`src/fsp_pkg.sv`:
```
// Purpose : shared constants for the coprocessor status port and its host
// Assumes : one clock (mclk) drives both ends
// Notes   : command and field encodings of the link are local to this pair
package fsp_pkg;

   // link instruction word: command in [7:4], addressing mode in [2:0]
   localparam int CMD_LSB  = 4;
   localparam int CMD_W    = 4;
   localparam int MODE_LSB = 0;
   localparam int MODE_W   = 3;

   // link command codes
   localparam logic [3:0] CMD_NOP          = 4'h0;
   localparam logic [3:0] CMD_LOAD_STATUS  = 4'h1;
   localparam logic [3:0] CMD_STORE_STATUS = 4'h2;
   localparam logic [3:0] CMD_STORE_EXC    = 4'h3;
   localparam logic [3:0] CMD_COPY_FLAGS   = 4'h4;
   localparam logic [3:0] CMD_SEL_SINGLE   = 4'h5;
   localparam logic [3:0] CMD_SEL_DOUBLE   = 4'h6;
   localparam logic [3:0] CMD_SEL_SHORT    = 4'h7;
   localparam logic [3:0] CMD_SEL_LONG     = 4'h8;

   // float_status_word fields
   localparam int FSW_ERR_BIT = 15;
   localparam int FSW_IE_BIT  = 14;
   localparam int FSW_FD_BIT  = 7;
   localparam int FSW_IL_BIT  = 6;
   localparam int FSW_N_BIT   = 3;
   localparam int FSW_Z_BIT   = 2;
   localparam int FSW_V_BIT   = 1;
   localparam int FSW_C_BIT   = 0;
   localparam int MODE_BITS_LSB = 4;
   localparam logic [15:0] FSW_RESET = 16'h0000;
   localparam logic [15:0] EXC_CODE_RESET = 16'h0000;
   localparam logic [3:0]  EXC_ADDR_RESET = 4'h0;

   // error trap vector (octal 244)
   localparam logic [7:0] TRAP_VECTOR = 8'ha4;

   // write one status bit, leaving every other bit as it was
   function automatic logic [15:0] fsw_put(input logic [15:0] w, input int pos,
                                           input logic v);
      logic [15:0] r;
      r = w;
      r[pos] = v;
      return r;
   endfunction

endpackage

```
`src/fsp_link_if.sv`:
```
// Purpose : wires between the host processor and the coprocessor
// Assumes : both ends clocked by the same mclk
// Notes   : all signals are point to point, active high unless _n
`timescale 1ns/1ps
interface fsp_link_if;
   // host to coprocessor
   logic        sync_request;
   logic [15:0] instr_operand_bus;
   logic [15:0] data_out_bus;
   logic [3:0]  host_mode_bits_in;
   // coprocessor to host
   logic [15:0] result_return_bus;
   logic        sync_acknowledge;
   logic        coproc_ready_attention;
   logic        flag_load_enable_n;
   logic        result_overflow_out;
   logic        result_zero_out;
   logic        result_negative_out;
   logic        error_trap;

   modport coproc (
      input  sync_request, instr_operand_bus, data_out_bus, host_mode_bits_in,
      output result_return_bus, sync_acknowledge, coproc_ready_attention,
      output flag_load_enable_n, result_overflow_out, result_zero_out,
      output result_negative_out, error_trap
   );
   modport host (
      output sync_request, instr_operand_bus, data_out_bus, host_mode_bits_in,
      input  result_return_bus, sync_acknowledge, coproc_ready_attention,
      input  flag_load_enable_n, result_overflow_out, result_zero_out,
      input  result_negative_out, error_trap
   );
endinterface

```
`src/fsp_coproc_end.sv`:
```
// Purpose : coprocessor end of the status/mode port
// Assumes : host keeps sync_request high until it sees sync_acknowledge
// Notes   : arithmetic unit reports flags and errors on the user side
//
// Behaviour
// [RULE1] load status copies operand word into status
// [RULE2] status word drives trap enable, modes, flags
// [RULE3] store status returns all sixteen status bits
// [RULE4] store exception status reads code and address
// [RULE5] mode zero returns the exception code only
// [RULE6] otherwise code first, then address next
// [RULE7] code fills sixteen bits, address low four
// [RULE8] host traps through vector 244, then stores
// [RULE9] host stores exception status only after errors
// [RULE10] copy flags sends carry, zero, overflow, negative
// [RULE11] select single clears status bit 07
// [RULE12] select double sets status bit 07
// [RULE13] select short integer clears status bit 06
// [RULE14] select long integer sets status bit 06
// [RULE15] results return on a 16-bit bus
// [RULE16] host sends instructions on 16-bit bus
// [RULE17] host sends extra data on 16-bit bus
// [RULE18] host does all fetches; no system bus here
// [RULE19] control lines keep both ends in step
// [RULE20] request, acknowledge, then attention when ready
// [RULE21] drive V, Z, N with low load enable
// [RULE22] host supplies status bits 07:04 as modes
// [RULE23] mode commands touch only their own bit
`timescale 1ns/1ps
module fsp_coproc_end
   import fsp_pkg::*;
(
   // clock and reset
   input  wire logic        mclk,
   input  wire logic        reset,
   // link to host
   fsp_link_if.coproc       link,
   // arithmetic unit side
   input  wire logic        err_event,
   input  wire logic [15:0] err_code,
   input  wire logic [3:0]  err_addr,
   input  wire logic        flag_event,
   input  wire logic        flag_carry,
   input  wire logic        flag_overflow,
   input  wire logic        flag_zero,
   input  wire logic        flag_negative,
   // mode and status to arithmetic unit
   output logic [15:0]      status_word_q,
   output logic             double_mode_q,
   output logic             long_int_mode_q
);

   typedef enum logic [1:0] {ST_IDLE, ST_ACK, ST_SEND} fsp_dstate_t;

   fsp_dstate_t state_q, state_d;
   logic [3:0]  cmd_q, cmd_d;
   logic [2:0]  mode_q, mode_d;
   logic [15:0] fsw_d;
   logic [15:0] exc_code_q, exc_code_d;
   logic [3:0]  exc_addr_q, exc_addr_d;
   logic        ack_q, ack_d;
   logic        att_q, att_d;
   logic [15:0] rbus_q, rbus_d;
   logic        flg_en_n_q, flg_en_n_d;
   logic        v_q, v_d;
   logic        z_q, z_d;
   logic        n_q, n_d;
   logic        trap_q, trap_d;
   logic        double_d;
   logic        long_d;

   // [RULE15] result bus and status lines driven from flops
   assign link.result_return_bus      = rbus_q;
   assign link.sync_acknowledge       = ack_q;
   assign link.coproc_ready_attention = att_q;
   assign link.flag_load_enable_n     = flg_en_n_q;
   assign link.result_overflow_out    = v_q;
   assign link.result_zero_out        = z_q;
   assign link.result_negative_out    = n_q;
   assign link.error_trap             = trap_q;

   always_comb
   begin
      state_d    = state_q;
      cmd_d      = cmd_q;
      mode_d     = mode_q;
      fsw_d      = status_word_q;
      exc_code_d = exc_code_q;
      exc_addr_d = exc_addr_q;
      ack_d      = 1'b0;
      att_d      = 1'b0;
      rbus_d     = 16'h0000;
      flg_en_n_d = 1'b1;
      v_d        = v_q;
      z_d        = z_q;
      n_d        = n_q;

      // [RULE21] flags out with load enable
      if (flag_event)
      begin
         fsw_d      = fsw_put(fsw_d, FSW_C_BIT, flag_carry);
         fsw_d      = fsw_put(fsw_d, FSW_V_BIT, flag_overflow);
         fsw_d      = fsw_put(fsw_d, FSW_Z_BIT, flag_zero);
         fsw_d      = fsw_put(fsw_d, FSW_N_BIT, flag_negative);
         v_d        = flag_overflow;
         z_d        = flag_zero;
         n_d        = flag_negative;
         flg_en_n_d = 1'b0;
      end

      // registers keep the last error until the next one
      if (err_event)
      begin
         exc_code_d = err_code;
         exc_addr_d = err_addr;
      end

      unique case (state_q)
         ST_IDLE:
         begin
            // [RULE20] request taken, acknowledge next
            if (link.sync_request)
            begin
               // [RULE16] command from instruction bus
               cmd_d   = link.instr_operand_bus[CMD_LSB +: CMD_W];
               mode_d  = link.instr_operand_bus[MODE_LSB +: MODE_W];
               ack_d   = 1'b1;
               state_d = ST_ACK;
               unique case (link.instr_operand_bus[CMD_LSB +: CMD_W])
                  // [RULE1] load status from data bus
                  CMD_LOAD_STATUS:
                  begin
                     // [RULE17] operand arrives on data bus
                     fsw_d = link.data_out_bus;
                  end
                  // [RULE11] [RULE23] clear precision bit
                  CMD_SEL_SINGLE:
                  begin
                     fsw_d = fsw_put(fsw_d, FSW_FD_BIT, 1'b0);
                  end
                  // [RULE12] [RULE23] set precision bit
                  CMD_SEL_DOUBLE:
                  begin
                     fsw_d = fsw_put(fsw_d, FSW_FD_BIT, 1'b1);
                  end
                  // [RULE13] [RULE23] clear integer length
                  CMD_SEL_SHORT:
                  begin
                     fsw_d = fsw_put(fsw_d, FSW_IL_BIT, 1'b0);
                  end
                  // [RULE14] [RULE23] set integer length
                  CMD_SEL_LONG:
                  begin
                     fsw_d = fsw_put(fsw_d, FSW_IL_BIT, 1'b1);
                  end
                  default:
                  begin
                     fsw_d = fsw_d;
                  end
               endcase
            end
         end
         ST_ACK:
         begin
            // [RULE20] attention marks first answer word
            att_d   = 1'b1;
            state_d = ST_IDLE;
            unique case (cmd_q)
               // [RULE3] whole status word out
               CMD_STORE_STATUS:
               begin
                  rbus_d = status_word_q;
               end
               // [RULE4] [RULE5] [RULE7] code word first
               CMD_STORE_EXC:
               begin
                  rbus_d = exc_code_q;
                  fsw_d  = fsw_put(fsw_d, FSW_ERR_BIT, 1'b0);
                  // [RULE6] address follows unless mode 0
                  if (mode_q != 3'h0)
                  begin
                     state_d = ST_SEND;
                  end
               end
               // [RULE10] four flags, N Z V C high to low
               CMD_COPY_FLAGS:
               begin
                  rbus_d = {12'h000, status_word_q[FSW_N_BIT], status_word_q[FSW_Z_BIT],
                            status_word_q[FSW_V_BIT], status_word_q[FSW_C_BIT]};
               end
               default:
               begin
                  rbus_d = 16'h0000;
               end
            endcase
         end
         ST_SEND:
         begin
            // [RULE6] [RULE7] address word, low four bits only
            att_d   = 1'b1;
            rbus_d  = {12'h000, exc_addr_q};
            state_d = ST_IDLE;
         end
      endcase

      // a new error wins over the clear done by the store
      if (err_event)
      begin
         fsw_d = fsw_put(fsw_d, FSW_ERR_BIT, 1'b1);
      end

      // [RULE2] status word gates the trap
      trap_d = fsw_d[FSW_ERR_BIT] & fsw_d[FSW_IE_BIT];

      // [RULE22] modes follow host-held status bits
      double_d = link.host_mode_bits_in[FSW_FD_BIT - MODE_BITS_LSB];
      long_d   = link.host_mode_bits_in[FSW_IL_BIT - MODE_BITS_LSB];
   end

   always_ff @(posedge mclk)
   begin
      if (reset)
      begin
         state_q         <= ST_IDLE;
         cmd_q           <= CMD_NOP;
         mode_q          <= 3'h0;
         status_word_q   <= FSW_RESET;
         exc_code_q      <= EXC_CODE_RESET;
         exc_addr_q      <= EXC_ADDR_RESET;
         ack_q           <= 1'b0;
         att_q           <= 1'b0;
         rbus_q          <= 16'h0000;
         flg_en_n_q      <= 1'b1;
         v_q             <= 1'b0;
         z_q             <= 1'b0;
         n_q             <= 1'b0;
         trap_q          <= 1'b0;
         double_mode_q   <= 1'b0;
         long_int_mode_q <= 1'b0;
      end
      else
      begin
         state_q         <= state_d;
         cmd_q           <= cmd_d;
         mode_q          <= mode_d;
         status_word_q   <= fsw_d;
         exc_code_q      <= exc_code_d;
         exc_addr_q      <= exc_addr_d;
         ack_q           <= ack_d;
         att_q           <= att_d;
         rbus_q          <= rbus_d;
         flg_en_n_q      <= flg_en_n_d;
         v_q             <= v_d;
         z_q             <= z_d;
         n_q             <= n_d;
         trap_q          <= trap_d;
         double_mode_q   <= double_d;
         long_int_mode_q <= long_d;
      end
   end

endmodule

```
`src/flat_wrapper.sv`:
```
// flat-port wrapper written by rule: the top's interface ports become plain ports
module fsp_coproc_end_flat import fsp_pkg::*;
  (mclk, reset, err_event, err_code, err_addr, flag_event, flag_carry, flag_overflow, flag_zero, flag_negative, status_word_q, double_mode_q, long_int_mode_q, link_sync_request, link_instr_operand_bus, link_data_out_bus, link_host_mode_bits_in, link_result_return_bus, link_sync_acknowledge, link_coproc_ready_attention, link_flag_load_enable_n, link_result_overflow_out, link_result_zero_out, link_result_negative_out, link_error_trap);
  fsp_link_if link_i ();
  input  wire logic mclk;
  input  wire logic reset;
  input  wire logic err_event;
  input  wire logic [15:0] err_code;
  input  wire logic [3:0] err_addr;
  input  wire logic flag_event;
  input  wire logic flag_carry;
  input  wire logic flag_overflow;
  input  wire logic flag_zero;
  input  wire logic flag_negative;
  output logic [15:0] status_word_q;
  output logic double_mode_q;
  output logic long_int_mode_q;
  input wire logic [$bits(link_i.sync_request)-1:0] link_sync_request;
  input wire logic [$bits(link_i.instr_operand_bus)-1:0] link_instr_operand_bus;
  input wire logic [$bits(link_i.data_out_bus)-1:0] link_data_out_bus;
  input wire logic [$bits(link_i.host_mode_bits_in)-1:0] link_host_mode_bits_in;
  output wire logic [$bits(link_i.result_return_bus)-1:0] link_result_return_bus;
  output wire logic [$bits(link_i.sync_acknowledge)-1:0] link_sync_acknowledge;
  output wire logic [$bits(link_i.coproc_ready_attention)-1:0] link_coproc_ready_attention;
  output wire logic [$bits(link_i.flag_load_enable_n)-1:0] link_flag_load_enable_n;
  output wire logic [$bits(link_i.result_overflow_out)-1:0] link_result_overflow_out;
  output wire logic [$bits(link_i.result_zero_out)-1:0] link_result_zero_out;
  output wire logic [$bits(link_i.result_negative_out)-1:0] link_result_negative_out;
  output wire logic [$bits(link_i.error_trap)-1:0] link_error_trap;
  assign link_i.sync_request = link_sync_request;
  assign link_i.instr_operand_bus = link_instr_operand_bus;
  assign link_i.data_out_bus = link_data_out_bus;
  assign link_i.host_mode_bits_in = link_host_mode_bits_in;
  assign link_result_return_bus = link_i.result_return_bus;
  assign link_sync_acknowledge = link_i.sync_acknowledge;
  assign link_coproc_ready_attention = link_i.coproc_ready_attention;
  assign link_flag_load_enable_n = link_i.flag_load_enable_n;
  assign link_result_overflow_out = link_i.result_overflow_out;
  assign link_result_zero_out = link_i.result_zero_out;
  assign link_result_negative_out = link_i.result_negative_out;
  assign link_error_trap = link_i.error_trap;
  fsp_coproc_end u_core (.mclk(mclk), .reset(reset), .link(link_i), .err_event(err_event), .err_code(err_code), .err_addr(err_addr), .flag_event(flag_event), .flag_carry(flag_carry), .flag_overflow(flag_overflow), .flag_zero(flag_zero), .flag_negative(flag_negative), .status_word_q(status_word_q), .double_mode_q(double_mode_q), .long_int_mode_q(long_int_mode_q));
endmodule
```
`config.mk`:
```
export PLATFORM = sky130hd
export DESIGN_NAME = fsp_coproc_end_flat
export DESIGN_NICKNAME = d
export VERILOG_FILES = /design/src/fsp_pkg.sv /design/src/fsp_link_if.sv /design/src/fsp_coproc_end.sv /design/src/flat_wrapper.sv
export SDC_FILE = /design/constraint.sdc
export NUM_CORES = 1
export LEC_CHECK = 0
export ABC_AREA = 1
export BUFFER_PORTS_ARGS = -buffer_cell sky130_fd_sc_hd__buf_2
export CAP_MARGIN = 30
export CORE_MARGIN = 1.5
export CORE_UTILIZATION = 30
export DETAILED_ROUTE_END_ITERATION = 6
export PLACE_DENSITY = 0.63
export SLEW_MARGIN = 20
export SYNTH_ARGS = -nofsm -noshare
export SYNTH_HDL_FRONTEND = slang
export SYNTH_SLANG_ARGS = --single-unit
```
`constraint.sdc`:
```
create_clock -name mclk -period 3.8 [get_ports mclk]
set_input_delay 0.57 -clock mclk [delete_from_list [all_inputs] [get_ports mclk]]
set_output_delay 0.57 -clock mclk [all_outputs]
set_load 0.02 [all_outputs]
```
==> Yosys cells after proc, flatten, opt, wreduce, memory -nomap -nowiden <==
Index checks and enable logic that the tools add are counted.
{ "classes": {"reduce_logical": 5, "order_cmp": 0, "mul": 0, "mux": 15, "n_eq_ne": 11, "div_mod_pow": 0, "n_bitwise": 2, "addsub": 0, "n_shift": 0} }
{ "ops": {"columns": ["op", "count"], "rows": [
  ["one-hot mux 16 bit (5 select lines)", 1],
  ["one-hot mux 16 bit (2 select lines)", 2],
  ["two-way mux 16 bit", 3],
  ["one-hot mux 16 bit (3 select lines)", 1],
  ["== test 4 x 3 -> 1 bit, second input constant", 4],
  ["== test 4 x 2 -> 1 bit, second input constant", 2],
  ["two-way mux 2 bit", 3],
  ["one-hot mux 2 bit (3 select lines)", 1],
  ["== test 4 x 1 -> 1 bit, second input constant", 1],
  ["== test 4 bit, second input constant", 1],
  ["two-way mux 4 bit", 1],
  ["OR reduction 2 bit", 2],
  ["two-way mux 1 bit", 3],
  ["nonzero test 3 bit", 1],
  ["== test 2 x 1 -> 1 bit, second input constant", 1],
  ["== test 2 bit, second input constant", 1],
  ["logical NOT 2 bit", 1],
  ["inequality test 2 bit, second input constant", 1],
  ["AND reduction 2 bit", 1],
  ["bitwise AND 1 bit", 1],
  ["inverter 1 bit", 1]
]} }
{ "totals": {"out_inout_bits": 41, "memories": 0, "latch_bits": 0, "ff_bits": 70, "mem_bits_ro": 0, "ram_bits": 0} }

==> Longest topological paths before layout <==
{ "depth": {"ltp_word": 6, "ltp_mapped": 9, "ltp_nobuf": 9} }

==> Worst setup path after synthesis <==
OpenSTA, ideal clock, no wires.
{ "synth_path": {"path_kind": "input to register", "startpoint": "input port link_instr_operand_bus[6]", "endpoint": "register u_core.trap_q (netlist: u_core.link.error_trap)", "t_required_ns": 3.683, "setup_time_ns": 0.117, "path_stages": 8, "arrival_time_ns": 1.233, "path_slack_ns": 2.450, "cell_sequence": "inv_1 -> nand2_1 -> nor2_4 -> nand3_4 -> nand2_1 -> nand2_1 -> nand2_1 -> nor2_1"} }
{ "synth_via": {"elab_chain_len": 6} }
{ "synth_lines": {"columns": ["element", "line_no", "source"], "rows": [
  ["start: declaration", "flat_wrapper.sv:19", "input wire logic [$bits(link_i.instr_operand_bus)-1:0] link_instr_operand_bus;"],
  ["== test 4 bit, or another cell as far along", "fsp_coproc_end.sv:129", "unique case (link.instr_operand_bus[CMD_LSB +: CMD_W])"],
  ["one-hot mux 16 bit (5 select lines) *", "fsp_coproc_end.sv:129", null],
  ["two-way mux 16 bit *", "fsp_coproc_end.sv:122", "if (link.sync_request)"],
  ["one-hot mux 16 bit (2 select lines) *", "fsp_coproc_end.sv:118", "unique case (state_q)"],
  ["two-way mux 16 bit *", "fsp_coproc_end.sv:207", "if (err_event)"],
  ["bitwise AND 1 bit *", "fsp_coproc_end.sv:213", "trap_d = fsw_d[FSW_ERR_BIT] & fsw_d[FSW_IE_BIT];"],
  ["end signal: assignment", "fsp_coproc_end.sv:256", "trap_q <= trap_d;"],
  ["end: declaration", "fsp_coproc_end.sv:68", "logic trap_q, trap_d;"]
]} }
Mark *: on every way between the ends. The rest lies on a longest branch, timed or not.
A chain may end at the register's enable or synchronous reset.

==> Final worst setup path <==
{ "layout_path": {"startpoint": "register u_core.cmd_q[2]", "endpoint": "register u_core.rbus_q[4] (netlist: u_core.link.result_return_bus[4])"} }
{ "layout_via": {"elab_chain_len": 3} }
{ "layout_lines": {"columns": ["element", "line_no", "source"], "rows": [
  ["start: declaration", "fsp_coproc_end.sv:56", "logic [3:0] cmd_q, cmd_d;"],
  ["start signal: assignment", "fsp_coproc_end.sv:244", "cmd_q <= cmd_d;"],
  ["== test 4 x 3 -> 1 bit or == test 4 x 2 -> 1 bit (tied branches)", "fsp_coproc_end.sv:168", "unique case (cmd_q)"],
  ["one-hot mux 16 bit (3 select lines) *", "fsp_coproc_end.sv:168", null],
  ["one-hot mux 16 bit (2 select lines) *", "fsp_coproc_end.sv:118", null],
  ["end signal: assignment", "fsp_coproc_end.sv:251", "rbus_q <= rbus_d;"],
  ["end: declaration", "fsp_coproc_end.sv:63", "logic [15:0] rbus_q, rbus_d;"]
]} }
Marks and branches as above.

==> parameters.txt <==
Parameter                              Value

Logic synthesis
  Yosys warns ... 0
  Fraction of synthesized area in multiplexers ... 0
  Library cells used by synthesis ... 29
  Proportion of netlist area held by the largest area contributor ... 0.483
  Share of flip-flops with an asynchronous set or reset ... 0
  Xor-xnor portion of the synthesized cell area ... 0
  Number of standard cells after synthesis ... 373
  Cell area after technology mapping ... 0.00290 mm2
  Post-synth top area cell ... sky130_fd_sc_hd__dfxtp_1
  Cell types occupying the most area after synthesis ... sky130_fd_sc_hd__dfxtp_1 (48%), sky130_fd_sc_hd__nand2_1 (9.7%), sky130_fd_sc_hd__inv_1 (7.0%)
  Number of flops mapped to enable cells by yosys ... 0
  Main combinational cell family by area after synthesis ... simple AND/OR/NAND/NOR gates
  Sequential area share after synthesis ... 0.483
  Simple-gate share of the synthesized area ... 0.250
  Complex-gate fraction of the synthesized area ... 0.150
  Dominant synthesized flop cell ... sky130_fd_sc_hd__dfxtp_1
  Syn_nets ... 441
  Synth Area per Inst ... slightly below 8 um2
  Synthesized flop and latch total ... 70
  Adder-cell area share of the yosys netlist ... 0.0129

Critical path
  Worst endpoint required time ... 4.00 ns
  CP cell instances ... nor2_2 -> nand3_2 -> o21ai_2 -> o21ai_2 -> nor2_1
  Arrival time at the worst endpoint ... 1.96 ns
  Stage delay of the slowest cell on the critical path ... 0.66 ns
  Buffers and inverters on the worst path ... 0
  Critical path's top delay family ... compound AO/OA/AOI/OAI gates
  Type of element capturing the critical path ... flop
  Standard cell with the maximum stage delay on the critical path ... sky130_fd_sc_hd__o21ai_2
  Classification of the worst setup path ... reg -> reg
  Crit path max fanout ... 13
  CP most frequent cell ... sky130_fd_sc_hd__o21ai_2
  Type of element launching the critical path ... flop

Global route
  Number of antenna violations at the first check in global routing ... 0
  Number of global-route vias before repair ... between 2000 and 2500
  Overflow left after global routing ... 0
  Pin count of the biggest net entering global routing ... 33
  First-pass GRT wire length ... about 11 mm
  Overall track demand over capacity in global routing ... 0.146

Run
  Max-Cap Viols ... 0

Pwr
  Power per cell area ... 439 mW/mm2
  Leakage power ... 1.72 nW
  Maximum ir drop on the vdd rail ... 0.162 mV

Floorplanning
  Initial standard-cell utilization of the core ... 0.311
  Floorplan core area ... 0.00933 mm2
  Row count ... 35
  Area of the die ... 0.0103 mm2
  Height of the die ... 101 um
  Overall die width ... 101 um
  Ports ... 106

Cells and area
  Commonest non-fill, non-tap cell in the layout ... sky130_fd_sc_hd__buf_2
  Highest-count cells in the layout ignoring fill and taps ... sky130_fd_sc_hd__buf_2 (94), sky130_fd_sc_hd__nand2_1 (75), sky130_fd_sc_hd__dfxtp_1 (70)
  Number of diodes ... 0
  Share of final-layout standard cells stronger than drive strength 1 ... 0.319
  Area added between synthesis and finish ... 26.7%
  NumNets Final ... 533
  Final Cell Area ... around 0.0037 mm2

Timing
  Remaining max-slew budget at the tightest pin ... 0.395
  Total negative slack for setup checks ... 0 ns
  Setup Skew ... between 0.008 and 0.009 ns
  Pin slew with the least headroom to its limit ... 0.906 ns
  Clock period minus final worst setup slack ... 1.76 ns
  Maximum achievable frequency ... roughly 570 MHz
  RSZ-0062 raised after global routing ... no
  Final critical-path share of the clock period ... 0.463
  Number of pins with negative max-slew slack in the final report ... 0
  Count of final setup violators ... 0
  Number of endpoints with negative hold slack in the final report ... 0

Placement
  Dpl hpwl ... 5.37 mm
  Number of input and output port buffers inserted ... 94
  Final estimated routing congestion in global placement ... 0.830
  Placement-stage cell area ... 0.00346 mm2

Route
  DR pass1 iterations ... 4
  ANT nets after route ... 0
  Average routed wire per standard cell ... 12.1 um
  Number of design rule violations left after detail routing ... 0
  1st-iter DRT viols ... 71
  DRT Wirelength ... 7.23 mm
  Count of vias placed by the detailed router ... ~2600
  Post-DR vias/cell ... 4.37

CTS
  Count of H-tree levels built during CTS ... 3
  PostCTS Resize Cnt ... 0
  Clk Latency, worst-skew pair ... 0.34 ns
  TritonCTS clock tree ... done
  CTS sink count ... 70
  Clk buf depth ... 2
  Number of buffers created by CTS ... 9
  Post-CTS setup repair buffer count ... 0
  Clock transition at the registers of the reported paths ... 0.08 ns
  Master cell of the clock root buffer ... sky130_fd_sc_hd__clkbuf_8
  Number of hold buffers added after CTS ... 0

Run status
  Result of the run ... finished clean

Min path
  Class of the most critical hold timing path ... in -> reg
==> per-layer routing <==
layer,vias up,part of all wire,GRT usage
met3,9,0.078,0.0531
met5,-,0,0
li1,1358,-,-
met4,0,0.013,0.0481
met1,1153,0.45,0.172
met2,95,0.46,0.247
==> tightest hold or removal path, stage by stage <==
cell	delay [ns]
sky130_fd_sc_hd__buf_2	0.08
sky130_fd_sc_hd__nand2_1	0.05
sky130_fd_sc_hd__o21ai_2	0.04
==> sequential cells by signal, summed over array words and instances (netlist names) <==
register                            count
u_core.double_mode_q                    1
u_core.cmd_q                            4
u_core.link.result_overflow_out         1
u_core.link.coproc_ready_attention      1
u_core.link.result_return_bus          16
u_core.status_word_q                   16
u_core.long_int_mode_q                  1
u_core.mode_q                           3
u_core.link.result_zero_out             1
u_core.link.sync_acknowledge            1
u_core.link.result_negative_out         1
u_core.link.flag_load_enable_n          1
u_core.exc_code_q                      16
u_core.exc_addr_q                       4
u_core.state_q                          2
u_core.link.error_trap                  1
==> cell families after synthesis <==
| family | after synthesis |
|---|---|
| fa+ha+maj | 3 |
| flops | 70 |
| compound gates | 75 |
| buf+inv | 72 |
| simple gates | 153 |
==> synthesized netlist by cell type, types with 2 or more instances <==
| cell | number |
|---|---|
| sky130_fd_sc_hd__nor2_4 | 4 |
| sky130_fd_sc_hd__clkbuf_1 | 3 |
| sky130_fd_sc_hd__a21oi_1 | 25 |
| sky130_fd_sc_hd__buf_2 | 4 |
| sky130_fd_sc_hd__nor2_1 | 36 |
| sky130_fd_sc_hd__o21ai_0 | 27 |
| sky130_fd_sc_hd__nand2_1 | 75 |
| sky130_fd_sc_hd__o22ai_1 | 11 |
| sky130_fd_sc_hd__ha_1 | 3 |
| sky130_fd_sc_hd__nor2_2 | 12 |
| sky130_fd_sc_hd__nand4_1 | 3 |
| sky130_fd_sc_hd__o21ai_2 | 9 |
| sky130_fd_sc_hd__buf_6 | 3 |
| sky130_fd_sc_hd__nand2_2 | 4 |
| sky130_fd_sc_hd__inv_1 | 54 |
| sky130_fd_sc_hd__a211oi_1 | 2 |
| sky130_fd_sc_hd__buf_1 | 2 |
| sky130_fd_sc_hd__inv_2 | 4 |
| sky130_fd_sc_hd__nand3_1 | 13 |
| sky130_fd_sc_hd__dfxtp_1 | 70 |
==> final timing paths <==
path,start,to,slack (ns),depth (start not counted)
setup / recovery,u_core.cmd_q[2]$_SDFFE_PP0P_,u_core.link.result_return_bus[4]$_SDFF_PP0_,2.04,5
hold reg to reg,u_core.exc_code_q[6]$_SDFFE_PP0P_,u_core.exc_code_q[6]$_SDFFE_PP0P_,0.46,2
setup reg to reg,u_core.cmd_q[2]$_SDFFE_PP0P_,u_core.link.result_return_bus[4]$_SDFF_PP0_,2.04,5
hold / removal,link_data_out_bus[12],u_core.status_word_q[12]$_SDFFE_PP0P_,0.43,3
==> per-stage QoR <==
| stage | cells | setup WS [ns] | hold slack (ns) | utilization | power (mW) |
|---|---|---|---|---|---|
| floorplan | 373 | 2.45 | 0.429 | - | 0.911 |
| global placement | 583 | 1.89 | 0.443 | 0.370 | 0.971 |
| detailed placement | 583 | 1.82 | 0.450 | 0.370 | 0.975 |
| CTS | 599 | 2.00 | 0.408 | 0.394 | 1.64 |
| global route | 599 | 1.88 | 0.414 | 0.394 | 1.69 |
| finish | 599 | 2.04 | 0.425 | 0.394 | 1.62 |
==> area by class of cell <==
type                            instances  area (um2)
Timing Repair Buffer                   94         470
Tap cell                              129         161
Clock inverter                          6        85.1
Fill cell                             962        5650
Clock buffer                           10         138
Inverter                               59         223
Multi-Input combinational cell        231        1200
Sequential cell                        70        1400
==> report_power, final <==
part           switching, mW  internal (mW)  leakage [nW]  total [mW]
Clock                  0.274          0.385         0.108       0.659
Sequential            0.0159          0.766         0.574       0.782
Combinational          0.115         0.0609          1.04       0.176
No activity file was read; power rests on OpenSTA's default activity.
